[config.mk]
export PLATFORM = sky130hd
export DESIGN_NAME = sfd_top
export DESIGN_NICKNAME = d
export VERILOG_FILES = /design/src/design/sfd_pkg.sv /design/src/design/sfd_glitch.sv /design/src/design/sfd_top.sv
export SDC_FILE = /design/constraint.sdc
export NUM_CORES = 2
export LEC_CHECK = 0
export BUFFER_PORTS_ARGS = -buffer_cell sky130_fd_sc_hd__buf_2
export CAP_MARGIN = 20
export CORE_ASPECT_RATIO = 2
export CORE_MARGIN = 1.5
export CORE_UTILIZATION = 50
export CTS_CLUSTER_DIAMETER = 100
export DETAILED_ROUTE_END_ITERATION = 7
export HOLD_SLACK_MARGIN = 0.1
export PLACE_DENSITY = 0.66
export SLEW_MARGIN = 5
export SYNTH_ARGS = -nofsm -noshare
export SYNTH_HDL_FRONTEND = slang
export SYNTH_HIERARCHICAL = 1
export SYNTH_SLANG_ARGS = --single-unit
export TNS_END_PERCENT = 1
[constraint.sdc]
create_clock -name pclk -period 8.9 [get_ports pclk]
set_input_delay 0.89 -clock pclk [delete_from_list [all_inputs] [get_ports pclk]]
set_output_delay 0.89 -clock pclk [all_outputs]
set_load 0.005 [all_outputs]
[src/design/sfd_pkg.sv]
// constants, field layouts and types shared by the supply fault detector logic
package sfd_pkg;
	// ==========================================
	// channel layout
	localparam int NCH = 8; // ch0 high range, ch1-3 low range, ch4-7 dual use
	localparam int NVX = 4; // dual-use channels
	localparam int VX_BASE = 4; // first dual-use channel
	localparam int CODE_W = 8; // threshold and level code width
	localparam int HYST_W = 5; // hysteresis_code width
	localparam int GF_W = 7; // glitch timeout field, microseconds
	// ==========================================
	// apb register offsets (byte addresses)
	localparam logic [7:0] OFF_CTRL = 8'h00;
	localparam logic [7:0] OFF_STATUS = 8'h04;
	localparam logic [7:0] OFF_INT_STAT = 8'h08;
	localparam logic [7:0] OFF_INT_MASK = 8'h0c;
	localparam logic [2:0] CFG_BASE_HI = 3'h2; // cfg block at 0x40..0x5c
	// ==========================================
	// channel config word fields
	localparam int UV_LSB = 0;
	localparam int OV_LSB = 8;
	localparam int HY_LSB = 16;
	localparam int MODE_LSB = 21;
	localparam int RNG_LSB = 23;
	localparam int GF_LSB = 25;
	// status word fields
	localparam int ST_FLT_LSB = 0;
	localparam int ST_RAW_LSB = 8;
	localparam int ST_DIN_LSB = 16;
	// ==========================================
	// timing: longest glitch timeout and clock rate
	localparam logic [GF_W-1:0] GF_MAX_US = 7'h64; // 100 us
	localparam int CLK_MHZ = 200;
	localparam int CYC_PER_US_DEF = CLK_MHZ * 1; // cycles in 1 us
	localparam int CNT_W = 15; // holds 100 us of cycles
	// ==========================================
	// detection mode of a channel
	typedef enum logic [1:0] {
		MODE_OFF = 2'b00,
		MODE_UV = 2'b01,
		MODE_OV = 2'b10,
		MODE_WIN = 2'b11
	} sfd_mode_type;
	// input range, by span: 0.802, 1.75, 3.5 and 8.4 volts
	localparam logic [1:0] RNG_0V8 = 2'b00;
	localparam logic [1:0] RNG_1V75 = 2'b01;
	localparam logic [1:0] RNG_3V5 = 2'b10;
	localparam logic [1:0] RNG_8V4 = 2'b11;
	// ==========================================
	// whole state of the top module
	typedef struct packed {
		logic [NCH-1:0][CODE_W-1:0] lvl1; // level sync stage 1
		logic [NCH-1:0][CODE_W-1:0] lvl2; // level sync stage 2
		logic [NVX-1:0] din1; // logic input sync stage 1
		logic [NVX-1:0] din2; // logic input sync stage 2
		logic [NCH-1:0][31:0] cfg; // per-channel config words
		logic [NVX-1:0] aen; // dual-use channel set to analog
		logic [NCH-1:0] uv; // undervoltage comparator with hysteresis
		logic [NCH-1:0] ov; // overvoltage comparator with hysteresis
		logic [NCH-1:0] comp; // selected comparator result
		logic [NCH-1:0] flt_d1; // filtered fault, last cycle
		logic [NCH-1:0] ist; // sticky fault-raised flags
		logic [NCH-1:0] imask; // interrupt enables
		logic [NVX-1:0] dout; // logic input results
		logic [2*NCH-1:0] rng; // range selects to attenuators
		logic [31:0] rdata;
		logic rdy;
		logic err;
		logic irq;
	} sfd_state_type;
endpackage

[src/design/sfd_glitch.sv]
// glitch filter for one supply fault detector channel
`timescale 1ns/1ps
module sfd_glitch import sfd_pkg::*; (
	// clock and reset
	input wire logic pclk,
	input wire logic presetn,
	// comparator in, timeout in cycles
	input wire logic raw,
	input wire logic [CNT_W-1:0] tgt,
	// filtered fault
	output logic filt
);
	// ==========================================
	// state
	typedef struct packed {
		logic [CNT_W-1:0] cnt; // cycles the input has differed
		logic out; // filtered level
	} sfd_glitch_state_type;
	sfd_glitch_state_type s_q, s_d;

	// ==========================================
	// next state: restart on agreement, pass when count reached
	always_comb begin
		s_d = s_q;
		if (raw == s_q.out) begin
			s_d.cnt = '0; // RULE14
		end else if (s_q.cnt >= tgt) begin
			// level held long enough: pass it, delayed by timeout
			s_d.out = raw; // RULE12 RULE13
			s_d.cnt = '0;
		end else begin
			// short pulses die here, output unchanged
			s_d.cnt = s_q.cnt + 1'b1; // RULE11
		end
	end

	// register the state
	always_ff @(posedge pclk or negedge presetn) begin
		if (!presetn) begin
			s_q <= '0;
		end else begin
			s_q <= s_d;
		end
	end

	assign filt = s_q.out;

	// ==========================================
	// checks
	property p_gf_block;
		@(posedge pclk) disable iff (!presetn)
		(raw != s_q.out && s_q.cnt < tgt) |=> s_q.out == $past(s_q.out);
	endproperty
	a_gf_block: assert property (p_gf_block) else $error("glitch passed early"); // RULE11

	property p_gf_pass;
		@(posedge pclk) disable iff (!presetn)
		(raw != s_q.out && s_q.cnt >= tgt) |=> s_q.out == $past(raw);
	endproperty
	a_gf_pass: assert property (p_gf_pass) else $error("held level not passed"); // RULE12

	property p_gf_restart;
		@(posedge pclk) disable iff (!presetn)
		(raw == s_q.out) |=> s_q.cnt == '0;
	endproperty
	a_gf_restart: assert property (p_gf_restart) else $error("counter not restarted"); // RULE14
endmodule

[src/design/sfd_top.sv]
// eight-channel supply fault detector logic with apb registers
// Functional notes
// RULE1: eight channels; dual-use analog excludes logic input
// RULE2: modes undervoltage, overvoltage or out-of-window
// RULE3: 8-bit unsigned thresholds in writable config
// RULE4: code n trips at bottom plus span*n/255
// RULE5: per-channel range; legal ranges depend on input
// RULE6: 5-bit hysteresis code scales span*code/255
// RULE7: hysteresis applies only once a fault raised
// RULE8: undervoltage holds until above threshold plus hysteresis
// RULE9: overvoltage holds until below threshold minus hysteresis
// RULE10: glitch filter timeout programmable 0 to 100us
// RULE11: pulses shorter than timeout are blocked
// RULE12: pulses longer than timeout pass through
// RULE13: passed transitions delayed by the timeout
// RULE14: counter restarts on change, passes at count
// RULE15: window fault is undervoltage OR overvoltage
//
// Design decisions made here: the register offsets and register access over APB.
`timescale 1ns/1ps
module sfd_top import sfd_pkg::*; #(
	parameter int CYC_PER_US = CYC_PER_US_DEF // clock cycles per microsecond
) (
	// clock and reset
	input wire logic pclk,
	input wire logic presetn,
	// apb slave
	input wire logic [7:0] paddr,
	input wire logic psel,
	input wire logic penable,
	input wire logic pwrite,
	input wire logic [31:0] pwdata,
	output logic [31:0] prdata,
	output logic pready,
	output logic pslverr,
	// digitised channel levels, code scale of the selected range
	input wire logic [NCH*CODE_W-1:0] chan_level,
	// dual_use_input pins seen as logic levels
	input wire logic [NVX-1:0] dual_use_input,
	// results
	output logic [NCH-1:0] fault,
	output logic [2*NCH-1:0] range_sel,
	output logic [NVX-1:0] logic_in,
	output logic irq
);
	// ==========================================
	// state and wires
	sfd_state_type s_q, s_d;
	logic [NCH-1:0] filt; // glitch filter outputs
	logic [NCH-1:0][CNT_W-1:0] tgt; // glitch timeouts in cycles

	// range legality per input kind
	function automatic logic rng_ok(input int ch, input logic [1:0] r);
		logic ok;
		ok = 1'b0;
		if (ch == 0) begin
			// high_range_input: two upper ranges
			ok = (r == RNG_3V5) || (r == RNG_8V4); // RULE5
		end else if (ch < VX_BASE) begin
			// low_range_input: three lower ranges
			ok = (r != RNG_8V4); // RULE5
		end else begin
			// dual_use_input: lowest range only
			ok = (r == RNG_0V8); // RULE5
		end
		return ok;
	endfunction

	// ==========================================
	// glitch filters, one per channel
	genvar g;
	for (g = 0; g < NCH; g++) begin : g_flt
		// timeout in microseconds scaled to cycles
		assign tgt[g] = CNT_W'(s_q.cfg[g][GF_LSB+:GF_W] * CYC_PER_US); // RULE10
		sfd_glitch u_flt (
			.pclk(pclk),
			.presetn(presetn),
			.raw(s_q.comp[g]),
			.tgt(tgt[g]),
			.filt(filt[g])
		);
	end

	// ==========================================
	// next-state logic: synchronisers, comparators, apb, interrupts
	always_comb begin
		logic [CODE_W-1:0] lv; // level code of the channel
		logic [CODE_W-1:0] uth; // undervoltage threshold code
		logic [CODE_W-1:0] oth; // overvoltage threshold code
		logic [HYST_W-1:0] hy; // hysteresis_code
		logic [CODE_W:0] up; // undervoltage release point
		logic act; // channel is doing analog detection
		logic acc; // apb access completes this edge
		logic bad; // unmapped address
		logic [2:0] ix; // config word index
		logic [31:0] wv; // write value for a config word
		logic [NCH-1:0] rise; // newly raised faults
		lv = '0;
		uth = '0;
		oth = '0;
		hy = '0;
		up = '0;
		act = 1'b0;
		acc = 1'b0;
		bad = 1'b0;
		ix = '0;
		wv = '0;
		rise = '0;
		s_d = s_q;

		// two flops on the channel levels and the dual-use pins
		s_d.lvl1 = chan_level;
		s_d.lvl2 = s_q.lvl1;
		s_d.din1 = dual_use_input;
		s_d.din2 = s_q.din1;

		// comparators work in code space: code n is bottom + span*n/255,
		// so hysteresis codes add directly to threshold codes
		for (int i = 0; i < NCH; i++) begin
			lv = s_q.lvl2[i];
			uth = s_q.cfg[i][UV_LSB+:CODE_W]; // RULE3
			oth = s_q.cfg[i][OV_LSB+:CODE_W]; // RULE3
			hy = s_q.cfg[i][HY_LSB+:HYST_W]; // RULE6
			up = {1'b0, uth} + {4'h0, hy};
			// truncated index stays in range for the dedicated channels too
			act = (i < VX_BASE) || s_q.aen[2'(i - VX_BASE)]; // RULE1
			if (!act) begin
				// logic-input channel: no fault detection
				s_d.uv[i] = 1'b0; // RULE1
				s_d.ov[i] = 1'b0;
			end else begin
				if (!s_q.uv[i]) begin
					// in tolerance: plain threshold, no hysteresis yet
					s_d.uv[i] = lv < uth; // RULE4 RULE7
				end else begin
					// raised: release only above threshold plus hysteresis
					s_d.uv[i] = !({1'b0, lv} > up); // RULE8
				end
				if (!s_q.ov[i]) begin
					s_d.ov[i] = lv > oth; // RULE4 RULE7
				end else begin
					// release only below threshold minus hysteresis;
					// with hysteresis above threshold it never releases
					s_d.ov[i] = !(({1'b0, lv} + {4'h0, hy}) < {1'b0, oth}); // RULE9
				end
			end
			// pick the result that feeds the glitch filter
			unique case (sfd_mode_type'(s_q.cfg[i][MODE_LSB+:2]))
				MODE_OFF: s_d.comp[i] = 1'b0;
				MODE_UV: s_d.comp[i] = s_d.uv[i]; // RULE2
				MODE_OV: s_d.comp[i] = s_d.ov[i]; // RULE2
				MODE_WIN: s_d.comp[i] = s_d.uv[i] | s_d.ov[i]; // RULE2 RULE15
			endcase
			s_d.rng[2*i+:2] = s_q.cfg[i][RNG_LSB+:2];
		end

		// logic inputs read as zero while the pin does analog work
		for (int k = 0; k < NVX; k++) begin
			s_d.dout[k] = s_q.din2[k] & ~s_q.aen[k]; // RULE1
		end

		// fault-raised events
		s_d.flt_d1 = filt;
		rise = filt & ~s_q.flt_d1;

		// ----- apb: pready one cycle into the access phase -----
		s_d.rdy = psel & penable & ~s_q.rdy;
		acc = psel & penable & s_q.rdy;
		ix = paddr[4:2];
		bad = (paddr[1:0] != 2'b00);
		if (paddr[7:5] != CFG_BASE_HI) begin
			if (paddr != OFF_CTRL && paddr != OFF_STATUS &&
				paddr != OFF_INT_STAT && paddr != OFF_INT_MASK) begin
				bad = 1'b1;
			end
		end
		if (s_d.rdy) begin
			// answer data and error settle with pready
			s_d.err = bad;
			s_d.rdata = '0;
			if (!pwrite && !bad) begin
				if (paddr[7:5] == CFG_BASE_HI) begin
					s_d.rdata = s_q.cfg[ix];
				end else begin
					unique case (paddr)
						OFF_CTRL: s_d.rdata[NVX-1:0] = s_q.aen;
						OFF_STATUS: begin
							s_d.rdata[ST_FLT_LSB+:NCH] = filt;
							s_d.rdata[ST_RAW_LSB+:NCH] = s_q.comp;
							s_d.rdata[ST_DIN_LSB+:NVX] = s_q.dout;
						end
						OFF_INT_STAT: s_d.rdata[NCH-1:0] = s_q.ist;
						OFF_INT_MASK: s_d.rdata[NCH-1:0] = s_q.imask;
						default: s_d.rdata = '0;
					endcase
				end
			end
		end else begin
			s_d.err = 1'b0;
			s_d.rdata = '0;
		end

		// sticky status: an event in the clearing cycle stays set
		s_d.ist = s_q.ist | rise;
		if (acc && pwrite && !bad) begin
			if (paddr[7:5] == CFG_BASE_HI) begin
				wv = pwdata;
				// an illegal range for this input keeps the old one
				if (!rng_ok(int'(ix), pwdata[RNG_LSB+:2])) begin
					wv[RNG_LSB+:2] = s_q.cfg[ix][RNG_LSB+:2]; // RULE5
				end
				// timeouts beyond the longest are held at it
				if (pwdata[GF_LSB+:GF_W] > GF_MAX_US) begin
					wv[GF_LSB+:GF_W] = GF_MAX_US; // RULE10
				end
				s_d.cfg[ix] = wv; // RULE3
			end else begin
				unique case (paddr)
					OFF_CTRL: s_d.aen = pwdata[NVX-1:0];
					OFF_INT_STAT: s_d.ist = (s_q.ist & ~pwdata[NCH-1:0]) | rise;
					OFF_INT_MASK: s_d.imask = pwdata[NCH-1:0];
					default: s_d.aen = s_q.aen; // status is read-only
				endcase
			end
		end
		// level interrupt from unmasked sticky bits
		s_d.irq = |(s_d.ist & s_d.imask);
	end

	// ==========================================
	// register the state; high input defaults to its lower range
	always_ff @(posedge pclk or negedge presetn) begin
		if (!presetn) begin
			s_q <= '0;
			s_q.cfg[0][RNG_LSB+:2] <= RNG_3V5; // RULE5
			s_q.rng[1:0] <= RNG_3V5;
		end else begin
			s_q <= s_d;
		end
	end

	// ==========================================
	// outputs straight from flops
	assign prdata = s_q.rdata;
	assign pready = s_q.rdy;
	assign pslverr = s_q.err;
	assign fault = filt;
	assign range_sel = s_q.rng;
	assign logic_in = s_q.dout;
	assign irq = s_q.irq;

	// ==========================================
	// checks on channels 0 and 1, the first dual-use input and the bus
	property p_rng_legal;
		@(posedge pclk) disable iff (!presetn)
		s_q.rng[1:0] == RNG_3V5 || s_q.rng[1:0] == RNG_8V4;
	endproperty
	a_rng_legal: assert property (p_rng_legal) else $error("illegal range on high input"); // RULE5

	property p_vx_logic;
		@(posedge pclk) disable iff (!presetn)
		s_q.aen[0] |=> !s_q.dout[0];
	endproperty
	a_vx_logic: assert property (p_vx_logic) else $error("analog pin used as logic"); // RULE1

	property p_vx_off;
		@(posedge pclk) disable iff (!presetn)
		!s_q.aen[0] |=> !s_q.uv[VX_BASE] && !s_q.ov[VX_BASE];
	endproperty
	a_vx_off: assert property (p_vx_off) else $error("logic pin raised fault"); // RULE1

	property p_uv_set;
		@(posedge pclk) disable iff (!presetn)
		(!s_q.uv[0] && s_q.lvl2[0] < s_q.cfg[0][UV_LSB+:CODE_W]) |=> s_q.uv[0];
	endproperty
	a_uv_set: assert property (p_uv_set) else $error("undervoltage not raised"); // RULE2

	property p_uv_hold;
		@(posedge pclk) disable iff (!presetn)
		(s_q.uv[0] && {1'b0, s_q.lvl2[0]} <=
			{1'b0, s_q.cfg[0][UV_LSB+:CODE_W]} + {4'h0, s_q.cfg[0][HY_LSB+:HYST_W]})
		|=> s_q.uv[0];
	endproperty
	a_uv_hold: assert property (p_uv_hold) else $error("undervoltage released early"); // RULE8

	property p_ov_hold;
		@(posedge pclk) disable iff (!presetn)
		(s_q.ov[1] && {1'b0, s_q.lvl2[1]} + {4'h0, s_q.cfg[1][HY_LSB+:HYST_W]} >=
			{1'b0, s_q.cfg[1][OV_LSB+:CODE_W]})
		|=> s_q.ov[1];
	endproperty
	a_ov_hold: assert property (p_ov_hold) else $error("overvoltage released early"); // RULE9

	property p_win;
		@(posedge pclk) disable iff (!presetn)
		(s_q.cfg[1][MODE_LSB+:2] == MODE_WIN && $stable(s_q.cfg[1]))
		|-> s_q.comp[1] == (s_q.uv[1] | s_q.ov[1]);
	endproperty
	a_win: assert property (p_win) else $error("window result wrong"); // RULE15

	property p_gf_max;
		@(posedge pclk) disable iff (!presetn)
		s_q.cfg[0][GF_LSB+:GF_W] <= GF_MAX_US;
	endproperty
	a_gf_max: assert property (p_gf_max) else $error("glitch timeout above limit"); // RULE10

	property p_irq;
		@(posedge pclk) disable iff (!presetn)
		(filt[1] && !s_q.flt_d1[1] && s_q.imask[1] && $stable(s_q.imask)) |=> irq;
	endproperty
	a_irq: assert property (p_irq) else $error("raised fault gave no interrupt");

	property p_ov_set;
		@(posedge pclk) disable iff (!presetn)
		(!s_q.ov[1] && s_q.lvl2[1] > s_q.cfg[1][OV_LSB+:CODE_W]) |=> s_q.ov[1];
	endproperty
	a_ov_set: assert property (p_ov_set) else $error("overvoltage not raised"); // RULE2

	// no hysteresis while in tolerance: at or above threshold stays clear
	property p_uv_quiet;
		@(posedge pclk) disable iff (!presetn)
		(!s_q.uv[1] && s_q.lvl2[1] >= s_q.cfg[1][UV_LSB+:CODE_W]) |=> !s_q.uv[1];
	endproperty
	a_uv_quiet: assert property (p_uv_quiet) else $error("undervoltage raised in tolerance"); // RULE7

	property p_uv_clear;
		@(posedge pclk) disable iff (!presetn)
		(s_q.uv[1] && {1'b0, s_q.lvl2[1]} >
			{1'b0, s_q.cfg[1][UV_LSB+:CODE_W]} + {4'h0, s_q.cfg[1][HY_LSB+:HYST_W]})
		|=> !s_q.uv[1];
	endproperty
	a_uv_clear: assert property (p_uv_clear) else $error("undervoltage not released"); // RULE8

	property p_ov_clear;
		@(posedge pclk) disable iff (!presetn)
		(s_q.ov[1] && {1'b0, s_q.lvl2[1]} + {4'h0, s_q.cfg[1][HY_LSB+:HYST_W]} <
			{1'b0, s_q.cfg[1][OV_LSB+:CODE_W]})
		|=> !s_q.ov[1];
	endproperty
	a_ov_clear: assert property (p_ov_clear) else $error("overvoltage not released"); // RULE9

	// answer pulses: pready one cycle only, error only with it
	property p_rdy_pulse;
		@(posedge pclk) disable iff (!presetn)
		pready |=> !pready;
	endproperty
	a_rdy_pulse: assert property (p_rdy_pulse) else $error("pready held");

	property p_err_rdy;
		@(posedge pclk) disable iff (!presetn)
		pslverr |-> pready;
	endproperty
	a_err_rdy: assert property (p_err_rdy) else $error("error without pready");
endmodule
# == Word level (Yosys, flattened, before mapping) ==
# Cells that the tools add are included.
# word_totals
in_bits,113
ff_bits,627
elab_cells,332
# classes
n_reduce_logical,50
add_sub_neg,24
n_eq_ne,43
order_cmp,44
muxes,72
bitwise,36
multipliers,8
# op_table
operator,n
bitwise mux 256 bit,1
two-way mux 15 bit,16
two-way mux 32 bit,5
adder 8 x 5 -> 9 bit,16
"adder 15 x 1 -> 15 bit, second input constant",8
greater-or-equal comparator 15 bit,8
binary-select mux 32 bit (select 3 bit),1
demux 32 bit (select 3 bit),1
"multiplier 7 x 5 -> 12 bit, second input constant",8
> comparator 8 x 9 -> 1 bit,8
less-than comparator 9 x 8 -> 1 bit,8
> comparator 8 bit,8
less-than comparator 8 bit,8
"equality test 2 bit, second input constant",18
two-way mux 16 bit,2
case mux 1 bit (4 select lines),8
two-way mux 1 bit,27
AND 8 bit,3
two-way mux 7 bit,3
logical NOT 1 bit,18
logical NOT 2 bit,9
AND reduction 2 bit,9
"equality test 2 x 1 -> 1 bit, second input constant",8
"equality test 8 x 4 -> 1 bit, second input constant",2
other kinds (29),74

# == Depth between registers and ports, before layout ==
# depth
ltp_word,13
depth_mapped,19
depth_no_buf,18

# == By module ==
# Netlist, hierarchy kept.
# modules_own_cells
mod,cells_each,instances,area_per_inst_um2,seq_area_each_um2
sfd_top,2880,1,32531.2,12489.5
sfd_glitch,121,8,1106.1,400.4

# == Least setup slack after synthesis ==
# No wires, ideal clock.
# synth_path
path_kind,flip-flop to flip-flop
startpoint,reg s_q[134] (netlist name)
endpoint,reg g_flt[0].u_flt.s_q (netlist bit g_flt[0].u_flt/filt)
path_stages_with_launch,18
required_time_ps,8775
setup_slack_ps,4910
n_path_buf,0
arrival_time_ps,3866
synth_period_minus_slack_ps,3990
cell_sequence,dfrtp_1 ha_1 ha_1 inv_1 fa_1 inv_1 ha_1 a21oi_1 o21ai_0 o41ai_1 xnor2_1 inv_1 ha_1 nand4_1 nor4_1 nor3_2 nand3_1 mux2_2
# synth_rtl
element,line_no,text
from (decl),sfd_top.sv:48,"sfd_state_type s_q, s_d;"
to (signal assigned),sfd_glitch.sv:40,s_q <= '0;
to (signal assigned),sfd_glitch.sv:42,s_q <= s_d;
to (decl),sfd_glitch.sv:19,"sfd_glitch_state_type s_q, s_d;"

==> impl_results.md <==
* Synth Instances at approximately 3800
* Post-synth EDFFs at 0
* Sequential area share after synthesis at roughly 38%
* Worst vdd ir at 148 uV
* Most common flop cell mapped by yosys: dfrtp_1
* Total CTS buffers at 60
* Critical Path RT at 9.43 ns
* Resized cells post-CTS at 0
* Tcrit/Tclk final at 49.9%
* Nets at between 4000 and 5000
* Routed Antenna Nets at 0
* Hold Fails Final Rpt at 0
* CP Max Fanout at 15
* Run status: finished clean
* Netlist cell types at 69
* First-pass GRT wire length at between 150000 and 200000 um
* Synthesized area per cell at approximately 11 um^2
* F_max at between 0.2 and 0.25 GHz
* Antenna violations before repair at 6
* Area growth syn-to-layout at 8.84%
* DP Cell Count at 4982
* Root Driver: clkbuf_16
* Pre-CTS WS at about 4.5 ns
* Wire per inst at 22.2 um
* CTS tree: done
* Cell Rows at between 100 and 150
* IO buf count at about 180
* Final wirelength at 113000 um
* Clk buf depth at 3
* H-tree levels at 2
* Largest net degree at the start of global routing at ~180
* Starting Density at about half
* Synth Register Bits at 627
* CTS sink cnt at 627
* Max-slew violation count at 0
* All-Layer GR Usage at around 28%
* Remaining global-route overflow at 0
* Synthesized area at roughly 41000 um^2
* Final GP Congestion at 0.957
* Slew of the pin with the lowest slew margin at ~1.1 ns
* Post-CTS Setup Bufs at 0
* Die Footprint at roughly 85000 um^2
* Tmin final at ~4.4 ns
* Final Worst Setup Slack at roughly 4.5 ns
* Post-synth ARST share at between 90% and 100%
* Die height at about 410 um
* Fin Setup TNS at 0 ns
* Worst skew pair latency at around 0.7 ns
* Die X at 206 um
* Max_cap viols at 0
* Vias at 29400
* Endpoints failing setup at 0
* Hold Crit Class: input port to async pin
* DRC errors left at 0
* Leakage Power at 22.1 nW
* Crit. End Element: flip-flop
* Io pins at around 180
* Vias in the first global route at 31100
* Vias/cell at about 5.8
* CTS clk-pin slew, worst paths at 0.07 ns
* RSZ-0062 raised after global routing: no
* Post-DP HPWL at roughly 90000 um
* Number of synthesis warnings at 6
* Setup Skew at approximately 0.035 ns
* Worst setup path class: flip-flop to flip-flop
* Non-Filler Instances at between 5000 and 6000
* Layout cell share with drive strength beyond 1 at about 16%
* Worst setup SP type: flip-flop
* Drt pass-1 iters at 5
* WP data arrival at approximately 5 ns
* DR iter-0 viols at between 1500 and 2000
* PwrDens at between 100 and 150 nW/um^2
* Max-slew headroom at 27.0%
* Cts-stage hold buffer count at 0
* Core ar. at roughly 80000 um^2
-- final timing paths --
path / slack (ns) / endpoint / startpoint / cells after the start
max in group asynchronous: 6.64 / s_q[365] / presetn / 3
hold / removal: 0.17 / s_q[91] / presetn / 1
setup reg to reg: 4.46 / g_flt[6].u_flt/s_q[8] / s_q[326] / 17
hold reg to reg: 0.34 / s_q[425] / s_d[425] / 0
setup / recovery: 4.46 / g_flt[6].u_flt/s_q[8] / s_q[326] / 17
min in group pclk: 0.31 / s_d[363] / dual_use_input[0] / 1
-- cell usage in the layout, fill, tap and decap left out, types with 56 or more instances in the layout --
master and n:
clkbuf_16 60, a21oi_1 209, nand3_1 77, dfrtp_1 625, ha_1 654, a21o_1 56
xnor2_1 134, xor2_1 120, nand4_1 84, mux4_2 68, buf_2 172, nand2_1 172
o21ai_0 183, mux2_2 222, inv_1 406, nor2_1 272
-- area by class of cell --
| type | count | area (um^2) |
|---|---|---|
| Tap cell | 1057 | 1320 |
| Clock inverter | 31 | 375 |
| Multi-Input combinational cell | 2700 | 23400 |
| Clock buffer | 76 | 1680 |
| Antenna cell | 2 | 5.00 |
| Inverter | 406 | 1520 |
| Sequential cell | 627 | 15700 |
| Timing Repair Buffer | 193 | 1080 |
| Fill cell | 7248 | 37200 |
-- registers in the layout (all words and copies together), names as in the netlist, 4 cells and up --
name              cells
g_flt.u_flt/filt      8
s_d                  84
g_flt.u_flt/s_q     120
range_sel            16
prdata               32
logic_in              4
s_q                 360
-- cells in the mapped netlist, drive strengths merged (4+ instances only) --
cell / count / area [um^2]
nor2: 273 / 1030
o2111ai: 20 / 175
and4: 19 / 206
clkbuf: 26 / 97.6
a2111oi: 7 / 61.3
nand2: 172 / 646
a21boi: 8 / 60.1
a21o: 56 / 420
ha: 654 / 8180
nand3: 81 / 418
o31a: 7 / 61.3
a22oi: 11 / 82.6
a211o: 5 / 43.8
nor2b: 32 / 200
mux2: 230 / 2600
xnor2: 134 / 1170
nand2b: 24 / 150
nand3b: 9 / 67.6
nand4b: 5 / 43.8
mux4: 68 / 1530
a2bb2oi: 4 / 35.0
o21a: 15 / 113
fa: 32 / 641
inv: 406 / 1520
nor3: 40 / 263
nand4: 92 / 626
a22o: 15 / 131
a211oi: 24 / 220
nor3b: 4 / 30.0
o21bai: 26 / 195
or2: 4 / 25.0
o22a: 5 / 43.8
a21oi: 209 / 1050
dfrtp: 625 / 15600
buf: 112 / 817
o211ai: 6 / 45.0
mux2i: 31 / 310
o21ai: 183 / 916
xor2: 120 / 1050
nor4: 11 / 83.8
o41ai: 11 / 96.3
-- cell families after synthesis --
family	share of synthesized area [%]
buf+inv	5.89
fa+ha+maj	21.3
simple gates	9.29
other cells	0.00906
mux	10.7
compound gates	9.46
xor+xnor	5.38
flops	37.9
-- through the flow --
stage	power [W]	cell area (um^2)	hold slack (ns)	utilization (%)
CTS	0.00618	45000	0.187	54.7
finish	0.00610	45000	0.175	54.8
global placement	0.00344	42900	0.332	52.2
detailed placement	0.00345	43000	0.335	52.2
global route	0.00633	45000	0.227	54.8
floorplan	0.00323	41500	0.331	-
-- worst max-delay path, cell delays in order (launching register included) --
cell,delay [ns]
dfrtp_1,0.46
ha_1,0.33
ha_1,0.28
inv_1,0.05
fa_1,0.50
inv_1,0.04
ha_1,0.33
a21oi_1,0.20
o21ai_0,0.16
o41ai_1,0.36
xnor2_1,0.18
inv_1,0.07
ha_1,0.28
nand4_1,0.13
nor4_1,0.42
nor3_2,0.10
nand4_2,0.33
nor2_1,0.10
-- routing by layer --
metal  track usage (%)  part of all wire [%]  vias up
met5                 0                 0.044        -
met4              20.8                   9.1        8
met3              3.25                   4.0      347
met2              49.7                    52      741
met1              28.6                    35    14500
li1                  -                     -    13800
-- power by group --
group          total [W]  internal [W]  switching [W]
logic           0.000428      0.000158       0.000269
registers        0.00296       0.00291      0.0000556
clock network    0.00271       0.00152        0.00120
(Power assumes the default switching activity.)
